==> config.mk <==
export PLATFORM = sky130hd
export DESIGN_NAME = nvsram_spi_slave_frontend
export DESIGN_NICKNAME = d
export VERILOG_FILES = /design/src/nvs_spi_pkg.sv /design/src/nvs_fifo_if.sv /design/src/nvs_write_fifo.sv /design/src/nvsram_spi_slave_frontend.sv
export SDC_FILE = /design/constraint.sdc
export NUM_CORES = 1
export LEC_CHECK = 0
export ABC_AREA = 0
export ABC_CLOCK_PERIOD_IN_PS = 62900
export BUFFER_PORTS_ARGS = -buffer_cell sky130_fd_sc_hd__buf_2
export CAP_MARGIN = 10
export CORE_MARGIN = 5
export CORE_UTILIZATION = 25
export CTS_CLUSTER_DIAMETER = 60
export DETAILED_ROUTE_END_ITERATION = 10
export PLACE_DENSITY_LB_ADDON = 0.25
export SLEW_MARGIN = 20
export SYNTH_ARGS = -nofsm -noshare
export SYNTH_HDL_FRONTEND = slang
export SYNTH_SLANG_ARGS = --single-unit
==> constraint.sdc <==
create_clock -name clk_i -period 62.9 [get_ports clk_i]
set_clock_uncertainty 0.05 [all_clocks]
set_input_delay 18.87 -clock clk_i [delete_from_list [all_inputs] [get_ports clk_i]]
set_output_delay 18.87 -clock clk_i [all_outputs]
set_load 0.03 [all_outputs]
==> src/nvs_spi_pkg.sv <==
package nvs_spi_pkg;

   // Clock and delay figures; cycle counts derive from them.
   localparam int CLK_PERIOD_NS = 10;
   localparam int POWERUP_RECALL_TIME_NS = 40000;
   localparam int WRITE_FINISH_DELAY_NS = 25000;
   localparam int RECALL_CYCLES =
      (POWERUP_RECALL_TIME_NS + CLK_PERIOD_NS - 1) / CLK_PERIOD_NS;
   localparam int FINISH_CYCLES =
      (WRITE_FINISH_DELAY_NS + CLK_PERIOD_NS - 1) / CLK_PERIOD_NS;

   // Array geometry and write queue depth.
   localparam int ADDR_BITS = 17;
   localparam int FIFO_DEPTH = 16;
   localparam logic [1:0] LAST_ADDR_BYTE = 2'h2;

   // Instruction opcodes.
   localparam logic [7:0] OP_SET_WL = 8'h06;
   localparam logic [7:0] OP_CLR_WL = 8'h04;
   localparam logic [7:0] OP_STATUS_R = 8'h05;
   localparam logic [7:0] OP_STATUS_W = 8'h01;
   localparam logic [7:0] OP_READ = 8'h03;
   localparam logic [7:0] OP_WRITE = 8'h02;
   localparam logic [7:0] OP_STORE = 8'h3c;
   localparam logic [7:0] OP_RECALL = 8'h60;
   localparam logic [7:0] OP_AUTO_ON = 8'h59;
   localparam logic [7:0] OP_AUTO_OFF = 8'h19;

   // Status register field positions.
   localparam int ST_RDY = 0;
   localparam int ST_WEN = 1;
   localparam int ST_BP0 = 2;
   localparam int ST_BP1 = 3;
   localparam int ST_DC_LO = 4;
   localparam int ST_WP_PIN_ENABLE_BIT = 7;

   // Values after reset.
   localparam logic WEN_RST = 1'b0;
   localparam logic AUTOSAVE_RST = 1'b1;
   localparam logic [2:0] DC_RST = 3'h0;

   typedef enum logic [3:0] {
      PH_IDLE, PH_OPCODE, PH_ADDR, PH_WDATA, PH_RDATA,
      PH_STATUS_R, PH_STATUS_W, PH_IGNORE, PH_DONE
   } phase_t;

   typedef enum logic [1:0] {PW_RECALL, PW_RUN, PW_DRAIN, PW_OFF} pw_t;

endpackage

==> src/nvs_fifo_if.sv <==
`timescale 1ns/100ps
interface nvs_fifo_if #(parameter int W = 8);
   logic push_valid;
   logic push_ready;
   logic [W-1:0] push_data;
   logic pop_valid;
   logic pop_ready;
   logic [W-1:0] pop_data;

   // Filling side sees push_ready; draining side drives pop_ready.
   modport sink(input push_valid, input push_data, output push_ready);
   modport source(output pop_valid, output pop_data, input pop_ready);
endinterface

==> src/nvs_write_fifo.sv <==
`timescale 1ns/100ps
module nvs_write_fifo #(
   parameter int WIDTH = 25,
   parameter int DEPTH = 16
) (
   input wire logic clk_i,
   input wire logic reset_i,
   nvs_fifo_if.sink fill,
   nvs_fifo_if.source drain
);
   localparam int PW = $clog2(DEPTH);

   typedef struct packed {
      logic [DEPTH-1:0][WIDTH-1:0] mem;
      logic [PW-1:0] wr_ptr;
      logic [PW-1:0] rd_ptr;
      logic [PW:0] count;
   } fifo_t;

   fifo_t st_reg;
   fifo_t st_next;
   logic do_push;
   logic do_pop;

   // Full and empty come straight from the occupancy count.
   assign fill.push_ready = st_reg.count != (PW+1)'(DEPTH);
   assign drain.pop_valid = st_reg.count != '0;
   assign drain.pop_data = st_reg.mem[st_reg.rd_ptr];
   assign do_push = fill.push_valid && fill.push_ready;
   assign do_pop = drain.pop_valid && drain.pop_ready;

   // Pointers wrap at DEPTH; depth must be a power of two.
   always_comb begin
      st_next = st_reg;
      if (do_push) begin
         st_next.mem[st_reg.wr_ptr] = fill.push_data;
         st_next.wr_ptr = st_reg.wr_ptr + 1'b1;
      end
      if (do_pop) begin
         st_next.rd_ptr = st_reg.rd_ptr + 1'b1;
      end
      if (do_push && !do_pop) begin
         st_next.count = st_reg.count + 1'b1;
      end else if (do_pop && !do_push) begin
         st_next.count = st_reg.count - 1'b1;
      end
   end

   // Storage state register.
   always_ff @(posedge clk_i or posedge reset_i) begin
      if (reset_i) begin
         st_reg <= '0;
      end else begin
         st_reg <= st_next;
      end
   end
endmodule

==> src/nvsram_spi_slave_frontend.sv <==
`timescale 1ns/100ps
module nvsram_spi_slave_frontend
   import nvs_spi_pkg::*;
#(
   parameter int RECALL_CNT = RECALL_CYCLES,
   parameter int FINISH_CNT = FINISH_CYCLES,
   parameter int FIFO_WORDS = FIFO_DEPTH
) (
   input wire logic clk_i,
   input wire logic reset_i,
   input wire logic cs_n_i,
   input wire logic sck_i,
   input wire logic si_i,
   output logic so_o,
   output logic so_oe_o,
   input wire logic hw_store_busy_pin_i,
   output logic hw_store_busy_pin_o,
   output logic hw_store_busy_pin_oe_o,
   input wire logic power_good_i,
   output logic [ADDR_BITS-1:0] mem_addr_o,
   output logic mem_rd_o,
   input wire logic [7:0] mem_rdata_i,
   output logic wr_valid_o,
   output logic [ADDR_BITS-1:0] wr_addr_o,
   output logic [7:0] wr_data_o,
   input wire logic wr_ready_i,
   output logic store_req_o,
   output logic recall_req_o,
   input wire logic nv_busy_i,
   input wire logic [2:0] nv_prot_i,
   output logic [7:0] status_o,
   output logic auto_save_en_o,
   output logic spi_mode3_o,
   output logic standby_o,
   output logic write_overrun_o
);
   localparam int WW = ADDR_BITS + 8;

   typedef struct packed {
      logic cs1, cs2, cs3;
      logic sck1, sck2, sck3;
      logic si1, si2;
      logic pg1, pg2;
      logic hsb1, hsb2, hsb3;
      pw_t pw;
      logic [15:0] timer;
      phase_t phase;
      logic sel;
      logic mode3;
      logic [2:0] bit_cnt;
      logic [1:0] byte_cnt;
      logic [7:0] rx;
      logic [7:0] opc;
      logic rd_mode;
      logic consume;
      logic [ADDR_BITS-1:0] addr;
      logic mem_rd;
      logic rd_pend;
      logic [7:0] rdata;
      logic [7:0] tx;
      logic [2:0] out_cnt;
      logic out_on;
      logic so;
      logic wpend;
      logic [WW-1:0] wdata;
      logic overrun;
      logic wen;
      logic [2:0] prot;
      logic [2:0] dc;
      logic autosave;
      logic dirty;
      logic store_req;
      logic recall_req;
      logic [1:0] rc_st;
   } state_t;

   localparam state_t ST_RST = '{pw: PW_RECALL,
      timer: 16'(RECALL_CNT), phase: PH_IDLE, wen: WEN_RST,
      dc: DC_RST, autosave: AUTOSAVE_RST, default: '0};

   state_t st;
   state_t nx;
   logic busy;
   logic cs_fall, cs_rise, sck_rise, sck_fall, hsb_fall;
   logic [7:0] rx_byte;
   logic [7:0] status;

   nvs_fifo_if #(.W(WW)) wq();

   nvs_write_fifo #(.WIDTH(WW), .DEPTH(FIFO_WORDS)) u_fifo (
      .clk_i(clk_i),
      .reset_i(reset_i),
      .fill(wq.sink),
      .drain(wq.source)
   );

   // Edges are taken from the second and third synchroniser stages.
   assign cs_fall = st.cs3 && !st.cs2;
   assign cs_rise = !st.cs3 && st.cs2;
   assign sck_rise = !st.sck3 && st.sck2;
   assign sck_fall = st.sck3 && !st.sck2;
   assign hsb_fall = st.hsb3 && !st.hsb2;
   assign rx_byte = {st.rx[6:0], st.si2};
   assign busy = (st.pw == PW_RECALL) || nv_busy_i || st.store_req
      || st.recall_req || (st.rc_st != 2'h0);
   assign status = {st.prot[2], st.dc, st.prot[1], st.prot[0],
      st.wen, busy};

   always_comb begin
      nx = st;
      nx.cs1 = cs_n_i;
      nx.cs2 = st.cs1;
      nx.cs3 = st.cs2;
      nx.sck1 = sck_i;
      nx.sck2 = st.sck1;
      nx.sck3 = st.sck2;
      nx.si1 = si_i;
      nx.si2 = st.si1;
      nx.pg1 = power_good_i;
      nx.pg2 = st.pg1;
      nx.hsb1 = hw_store_busy_pin_i;
      nx.hsb2 = st.hsb1;
      nx.hsb3 = st.hsb2;
      nx.mem_rd = 1'b0;
      nx.store_req = 1'b0;
      nx.recall_req = 1'b0;
      nx.rd_pend = st.mem_rd;
      if (st.rd_pend) begin
         nx.rdata = mem_rdata_i;
      end
      // A queued write leaves as soon as the queue accepts it.
      if (wq.push_ready) begin
         nx.wpend = 1'b0;
      end
      unique case (st.rc_st)
         2'h1: if (nv_busy_i) nx.rc_st = 2'h2;
         2'h2: begin
            if (!nv_busy_i) begin
               nx.rc_st = 2'h0;
               nx.prot = nv_prot_i;
               nx.dirty = 1'b0;
            end
         end
         default: ;
      endcase
      // An outside low on the busy pin asks for a conditional store.
      if (hsb_fall && !busy && st.dirty && st.pw == PW_RUN) begin
         nx.store_req = 1'b1;
      end
      unique case (st.pw)
         PW_RECALL: begin
            nx.recall_req = st.timer == 16'(RECALL_CNT);
            if (st.timer == 16'h0) begin
               nx.pw = PW_RUN;
               nx.prot = nv_prot_i;
               nx.dirty = 1'b0;
            end else begin
               nx.timer = st.timer - 16'h1;
            end
         end
         PW_RUN: begin
            if (!st.pg2) begin
               nx.sel = 1'b0;
               nx.phase = PH_IDLE;
               nx.out_on = 1'b0;
               nx.timer = 16'(FINISH_CNT);
               nx.pw = PW_DRAIN;
            end
         end
         PW_DRAIN: begin
            if (st.timer == 16'h0) begin
               nx.pw = PW_OFF;
               nx.store_req = st.autosave && st.dirty;
            end else begin
               nx.timer = st.timer - 16'h1;
            end
         end
         PW_OFF: begin
            if (st.pg2) begin
               nx.pw = PW_RECALL;
               nx.timer = 16'(RECALL_CNT);
            end
         end
      endcase
      // select only on a falling edge
      // A select seen as the supply drops must not undo the deselect.
      if (cs_fall && st.pw == PW_RUN && st.pg2) begin
         nx.sel = 1'b1;
         nx.mode3 = st.sck2;
         nx.phase = PH_OPCODE;
         nx.bit_cnt = 3'h0;
         nx.byte_cnt = 2'h0;
         nx.out_cnt = 3'h0;
         nx.out_on = 1'b0;
         nx.consume = 1'b0;
         nx.overrun = 1'b0;
      end else if (cs_rise && st.sel) begin
         nx.sel = 1'b0;
         nx.phase = PH_IDLE;
         nx.out_on = 1'b0;
         if (st.phase == PH_DONE) begin
            unique case (st.opc)
               OP_SET_WL: nx.wen = 1'b1;
               OP_CLR_WL: nx.wen = 1'b0;
               OP_STORE: nx.store_req = 1'b1;
               OP_RECALL: begin
                  nx.recall_req = 1'b1;
                  nx.rc_st = 2'h1;
               end
               OP_AUTO_ON: nx.autosave = 1'b1;
               OP_AUTO_OFF: nx.autosave = 1'b0;
               default: ;
            endcase
         end
         if (st.consume) begin
            nx.wen = 1'b0;
         end
      end else if (st.sel && sck_rise && st.pg2) begin
         nx.rx = rx_byte;
         nx.bit_cnt = st.bit_cnt + 3'h1;
         if (st.bit_cnt == 3'h7) begin
            unique case (st.phase)
               PH_OPCODE: begin
                  nx.opc = rx_byte;
                  unique case (rx_byte)
                     OP_SET_WL, OP_CLR_WL: nx.phase = PH_DONE;
                     OP_STATUS_R: nx.phase = PH_STATUS_R;
                     OP_STATUS_W: begin
                        nx.phase = st.wen ? PH_STATUS_W : PH_IGNORE;
                        nx.consume = st.wen;
                     end
                     OP_READ: begin
                        nx.phase = busy ? PH_IGNORE : PH_ADDR;
                        nx.rd_mode = 1'b1;
                     end
                     OP_WRITE: begin
                        nx.phase = (st.wen && !busy) ? PH_ADDR : PH_IGNORE;
                        nx.rd_mode = 1'b0;
                        nx.consume = st.wen && !busy;
                     end
                     OP_STORE, OP_RECALL: begin
                        nx.phase = (st.wen && !busy) ? PH_DONE : PH_IGNORE;
                        nx.consume = st.wen && !busy;
                     end
                     OP_AUTO_ON, OP_AUTO_OFF: begin
                        nx.phase = st.wen ? PH_DONE : PH_IGNORE;
                        nx.consume = st.wen;
                     end
                     default: nx.phase = PH_IGNORE;
                  endcase
               end
               // 24 bits in, top seven fall off
               PH_ADDR: begin
                  nx.addr = {st.addr[8:0], rx_byte};
                  nx.byte_cnt = st.byte_cnt + 2'h1;
                  if (st.byte_cnt == LAST_ADDR_BYTE) begin
                     nx.phase = st.rd_mode ? PH_RDATA : PH_WDATA;
                     nx.mem_rd = st.rd_mode;
                  end
               end
               PH_WDATA: begin
                  if (st.wpend && !wq.push_ready) begin
                     nx.overrun = 1'b1;
                  end else begin
                     nx.wpend = 1'b1;
                     nx.wdata = {st.addr, rx_byte};
                  end
                  nx.addr = st.addr + 1'b1;
                  nx.dirty = 1'b1;
               end
               // The next byte is fetched while this one shifts out.
               PH_RDATA: begin
                  nx.addr = st.addr + 1'b1;
                  nx.mem_rd = 1'b1;
               end
               PH_STATUS_W: begin
                  nx.prot = {rx_byte[ST_WP_PIN_ENABLE_BIT], rx_byte[ST_BP1],
                     rx_byte[ST_BP0]};
                  nx.dc = rx_byte[ST_WP_PIN_ENABLE_BIT-1:ST_DC_LO];
                  nx.phase = PH_DONE;
               end
               default: ;
            endcase
         end
      end else if (st.sel && sck_fall
            && (st.phase == PH_RDATA || st.phase == PH_STATUS_R)) begin
         if (st.out_cnt == 3'h0) begin
            nx.so = (st.phase == PH_STATUS_R) ? status[7] : st.rdata[7];
            nx.tx = (st.phase == PH_STATUS_R) ? {status[6:0], 1'b0}
               : {st.rdata[6:0], 1'b0};
         end else begin
            nx.so = st.tx[7];
            nx.tx = {st.tx[6:0], 1'b0};
         end
         nx.out_cnt = st.out_cnt + 3'h1;
         nx.out_on = 1'b1;
      end
   end

   always_ff @(posedge clk_i or posedge reset_i) begin
      if (reset_i) begin
         st <= ST_RST;
      end else begin
         st <= nx;
      end
   end

   // The busy pin is open drain: it only ever pulls low.
   assign hw_store_busy_pin_o = 1'b0;
   assign hw_store_busy_pin_oe_o = busy;
   assign so_o = st.so;
   // SO driven only in output phases
   assign so_oe_o = st.sel && st.out_on;
   assign mem_addr_o = st.addr;
   assign mem_rd_o = st.mem_rd;
   assign wq.push_valid = st.wpend;
   assign wq.push_data = st.wdata;
   assign wq.pop_ready = wr_ready_i;
   assign wr_valid_o = wq.pop_valid;
   assign wr_addr_o = wq.pop_data[WW-1:8];
   assign wr_data_o = wq.pop_data[7:0];
   assign store_req_o = st.store_req;
   assign recall_req_o = st.recall_req;
   assign status_o = status;
   assign auto_save_en_o = st.autosave;
   assign spi_mode3_o = st.mode3;
   // standby waits for store or recall
   assign standby_o = !st.sel && !busy;
   assign write_overrun_o = st.overrun;
endmodule

# Yosys cells after proc, flatten, opt, wreduce, memory -nomap -nowiden
# Index checks and enable logic that the tools add are counted.
[word_totals]
ff_bits = 553
latchBits = 0
ramBits = 0
romBits = 0
inputBits = 20
output_inout_bits = 62
word_cells = 296
mem_count = 0
[classes]
n_addsub = 9
multipliers = 0
div = 0
magnitude_cmp = 3
eq_ne = 39
n_shift = 0
n_mux = 96
bitwise = 4
n_reduce_logical = 83
[op_table]
columns = ["cell", "count"]
rows = [
  ["$bwmux 400", 1],
  ["$mux 27", 4],
  ["$bmux 25 s4", 1],
  ["$demux 25 s4", 1],
  ["$mux 41", 2],
  ["$pmux 18 s4", 1],
  ["$mux 26", 2],
  ["$mux 25", 2],
  ["$eq 8x3->1 const B", 5],
  ["$mux 4", 9],
  ["$mux 5", 7],
  ["$pmux 17 s2", 1],
  ["$eq 8x7->1 const B", 4],
  ["$mux 1", 30],
  ["$mux 28", 1],
  ["$pmux 4 s7", 1],
  ["$mux 3", 9],
  ["$reduce_bool 2->1", 13],
  ["$logic_and 1x1->1", 25],
  ["$reduce_and 5->1", 5],
  ["$mux 6", 4],
  ["$mux 23", 1],
  ["$reduce_and 4->1", 5],
  ["$mux 18", 1],
  ["other kinds (46)", 99],
]

# Depth between registers and ports, before layout
[logic_depth]
word_depth = 16
depth_mapped = 11
mapped_depth_nobuf = 11

# Modules after synthesis
# A second synthesis with hierarchy kept.
[hier_totals]
hier_cells = 1994
area_unflattened_um2 = 26671.8
[by_module_without_submodules]
columns = ["module", "instances", "cells_per_inst", "area_each_um2", "seq_area_each_um2"]
rows = [
  ["nvs_write_fifo", 1, 1276, 19416.1, 10334.9],
  ["nvsram_spi_slave_frontend", 1, 718, 7255.7, 3462.1],
]

# Worst setup path before layout
# OpenSTA, ideal clock, no wires.
[synth_path]
path_kind = "input port to output port"
startpoint = "input nv_busy_i"
endpoint = "output standby_o"
arrival_time_ns = 20.171
t_required_ns = 43.980
slack_ns = 23.809
stages = 4
n_path_buf = 1
cell_sequence = "or4b_1 -> or2_1 -> buf_6 -> nor2_1"
[synth_via]
elab_chain_cells = 6
[synth_lines]
columns = ["item", "line_no", "text"]
rows = [
  ["start: declaration", "nvsram_spi_slave_frontend.sv:29", "input wire logic nv_busy_i,"],
  ["$logic_or 1x1->1 (2 in a row)", "nvsram_spi_slave_frontend.sv:104", "assign busy = (st.pw == PW_RECALL) || nv_busy_i || st.store_req"],
  ["$logic_or 1x1->1 (2 in a row)", "nvsram_spi_slave_frontend.sv:105", "|| st.recall_req || (st.rc_st != 2'h0);"],
  ["net hw_store_busy_pin_oe_o", "nvsram_spi_slave_frontend.sv:18", "output logic hw_store_busy_pin_oe_o,"],
  ["$logic_not 1->1", "nvsram_spi_slave_frontend.sv:328", "assign standby_o = !st.sel && !busy;"],
  ["$logic_and 1x1->1", "nvsram_spi_slave_frontend.sv:328", ""],
  ["end: declaration", "nvsram_spi_slave_frontend.sv:34", "output logic standby_o,"],
]
# The timed path passes the listed nets, and every way through them passes these cells.

# Final worst setup path
[layout_path]
startpoint = "input nv_busy_i"
endpoint = "output standby_o"
[layout_via]
elab_chain_cells = 6
[layout_lines]
columns = ["item", "line_no"]
rows = [
  ["$logic_or 1x1->1 (2 in a row)", "nvsram_spi_slave_frontend.sv:104"],
  ["$logic_or 1x1->1 (2 in a row)", "nvsram_spi_slave_frontend.sv:105"],
  ["$logic_not 1->1", "nvsram_spi_slave_frontend.sv:328"],
  ["$logic_and 1x1->1", "nvsram_spi_slave_frontend.sv:328"],
]
# Every way passes these cells.

==> results.py <==
metrics = {
    "place": {
        "dp_slack_ns": 23.68,
        "port_buffers": 80,
        "dpl_cell_area_um2": 27300,
        "dp.final_hpwl_mm": 41.2,
        "place_congestion": 0.767,
    },
    "detailed_routing": {
        "dr.pass1.iters": 5,
        "route.antenna.remaining_nets": 0,
        "drc_errors": 0,
        "dr_total_vias": 15011,
        "wl_mm": 67.7,
        "drtIter0Drc": 967,
        "route.detailed.wl_per_inst_um": 21.1,
        "vias_per_cell": 4.68,
    },
    "synth": {
        "ys_ff_latch": 551,
        "netlist_instances": 1763,
        "async_reset_ff_frac": 1.00,
        "synth-main-ff-cell": "dfrtp_1",
        "yosysSeqAreaShare": 0.535,
        "synth_cell_types": 91,
        "avgSynthCellArea_um2": 14.6,
        "synth-edff-count": 0,
        "syn-num-nets": 1803,
        "yosys_warnings": 0,
        "synth_area_um2": 25800,
    },
    "setup_path": {
        "arrival_ns": 20.28,
        "crit_path_cell_trace": "buf_2 -> or4b_1 -> or2_1 -> nor2_1 -> buf_2",
        "rr_worst_depth": 11,
        "path_max_fanout": 8,
        "slowest_delay_ns": 0.54,
        "worstSetupPathDepth": 5,
        "critPathCaptureType": "output pin",
        "worst-endpoint-required_ns": 43.98,
        "cp_slowest_cell": "or4b_1",
        "critPathBufInv": 2,
        "path_delay_family": "simple AND/OR/NAND/NOR gates",
        "r2r_slack_ns": 59.61,
        "crit_top_cell": "buf_2",
        "crit_type": "input pin to output pin",
        "r2r-start": "u_fifo.st_reg[1]$_DFFE_PP0P_",
        "worstSetupStartpointType": "input pin",
        "rr_endpoint": "u_fifo.st_reg[4]$_DFFE_PP0P_",
    },
    "floorplanning": {
        "io_pins": 82,
        "start_util": 0.253,
        "num_rows": 117,
        "die_area_um2": 110000,
        "core-area_um2": 102000,
        "die_h_um": 331,
        "die_w_um": 331,
    },
    "final_layout": {
        "drive_above_1_share": 0.434,
        "design_area_um2": 29600,
        "fillerInstances": 10236,
        "antenna_cells": 0,
        "area_growth_syn_to_layout_pct": 14.8,
        "nNetsFinal": 1830,
        "largest_reg_flops": 413,
        "seq_area_um2": 13800,
        "multi_input_area_um2": 11100,
    },
    "global_routing": {
        "grt_pass1_vias": 16256,
        "grt_pass1_wl_mm": 105,
        "grt_max_degree": 138,
        "antenna_found_initial": 1,
        "grt_use_total": 0.125,
        "overflow": 0,
    },
    "timing": {
        "period_needed_ns": 39.20,
        "hold_viol": 0,
        "finalCritPeriodShare": 0.623,
        "setup_slack_ns": 23.70,
        "fmax_ghz": 0.0255,
        "finalMaxSlewViolations": 0,
        "setup_tns_ns": 0,
        "setup_viol": 0,
        "slew_headroom": 0.355,
        "worst_pin_slew_ns": 0.966,
        "grt_setup_unrepaired": "no",
    },
    "outcome": {
        "outcome": "completed",
    },
    "flow_run": {
        "drv_cap": 0,
    },
    "min_path": {
        "hold_class": "register to register",
        "whs_path_depth": 0,
        "min_to": "nx[134]$_DFF_PP0_",
        "min_from": "nx[135]$_DFF_PP0_",
    },
    "cts": {
        "cts_tree": "done",
        "cts.htree.levels": 3,
        "post_cts_buffers": 0,
        "hold_buffers": 0,
        "cts_made_buffers": 69,
        "numClockSinks": 551,
        "clock_path_buffers": 3,
        "clk_pin_slew_ns": 0.05,
        "cts_root_buffer": "clkbuf_16",
        "clock_latency_ns": 0.59,
        "cts-resized-gates": 0,
    },
    "power": {
        "peakVddDrop_mv": 0.0144,
        "p_per_area_nw_per_um2": 26.4,
        "p_total_uw": 780,
        "p_leak_uw": 0.0138,
    },
}
==> cell families after synthesis <==
family                     Yosys count  share of synthesized area
AOI/OAI and AO/OA                  147                     0.0391
xor gates and xnor gates            23                    0.00782
adders and majority gates           20                     0.0100
buffers and inverters              177                     0.0344
DFF                                551                      0.535
muxes                              593                      0.316
other                                1                   0.000145
and+or+nand+nor                    251                     0.0572
==> power by group <==
group / switching (µW) / leakage [µW] / internal [µW]
Clock: 152 / 0.00109 / 230
Combinational: 17.8 / 0.00512 / 9.40
Sequential: 9.02 / 0.00760 / 361
==> final cells by class <==
| class | count | share of cell area |
|---|---|---|
| Sequential cell | 551 | 0.467 |
| Multi-Input combinational cell | 1035 | 0.375 |
| Clock buffer | 103 | 0.0695 |
| Tap cell | 1368 | 0.0579 |
| Timing Repair Buffer | 112 | 0.0222 |
| Clock inverter | 17 | 0.00529 |
| Inverter | 21 | 0.00309 |
==> cells in the final DEF (no fill, tap or decap), types with 7 or more instances in the layout <==
master     netlist  layout
a21o_1           8       8
a21oi_1         29      28
a2bb2oi_1        8       8
and3_1           8       8
buf_2           57      80
buf_4           32      28
clkbuf_1        61      15
clkbuf_16        0      70
clkbuf_8         0      18
dfrtp_1        544     541
dfstp_2          7       7
ha_1            19      19
inv_1           21      20
mux2_1          47      47
mux2_2         388     388
mux2_4          20      20
mux2i_1         13      13
mux4_2         125     125
nand2_1         59      59
nand3_1         27      27
nand3_2         12      12
nand4_1         18      18
nor2_1          46      46
nor2b_1          7       7
nor3_1           7       7
o21ai_0         41      41
o22ai_1          7       7
xnor2_1         12      12
xor2_1          11      11
==> synth_stat cells (11+ instances only) <==
cell | instances | area [µm²]
dfrtp_1 | 544 | 13600
nand3_2 | 12 | 120
mux2_2 | 388 | 4370
nor2_1 | 46 | 173
nand3_1 | 27 | 135
nand2_1 | 59 | 221
nand4_1 | 18 | 113
o21ai_0 | 41 | 205
a21oi_1 | 29 | 145
ha_1 | 19 | 238
inv_1 | 21 | 78.8
mux2i_1 | 13 | 130
mux2_4 | 20 | 300
mux4_2 | 125 | 2820
clkbuf_1 | 61 | 229
buf_4 | 32 | 240
xnor2_1 | 12 | 105
xor2_1 | 11 | 96.3
buf_2 | 57 | 285
mux2_1 | 47 | 529
==> stage by stage <==
step | hold WS (ns) | std cells | utilization
2_1_floorplan | 0.281 | 1763 | -
3_3_place_gp | 0.284 | 3087 | 0.268
3_5_place_dp | 0.285 | 3087 | 0.268
4_1_cts | 0.297 | 3207 | 0.290
5_1_grt | 0.308 | 3207 | 0.290
6_report | 0.295 | 3207 | 0.290
==> routing by layer <==
metal,GRT usage,share of wire
met1,0.166,0.44
met2,0.210,0.50
met3,0.0227,0.040
met4,0.0346,0.021
met5,0,0
==> worst max-delay path by stage <==
stage,from,endpoint,slack [ns]
after global placement,nv_busy_i,standby_o,23.70
after global routing,nv_busy_i,standby_o,23.56
after CTS,nv_busy_i,standby_o,23.67
after detailed placement,nv_busy_i,standby_o,23.68
after floorplan,nv_busy_i,standby_o,23.81
final,nv_busy_i,standby_o,23.70
(Power assumes the default switching activity.)
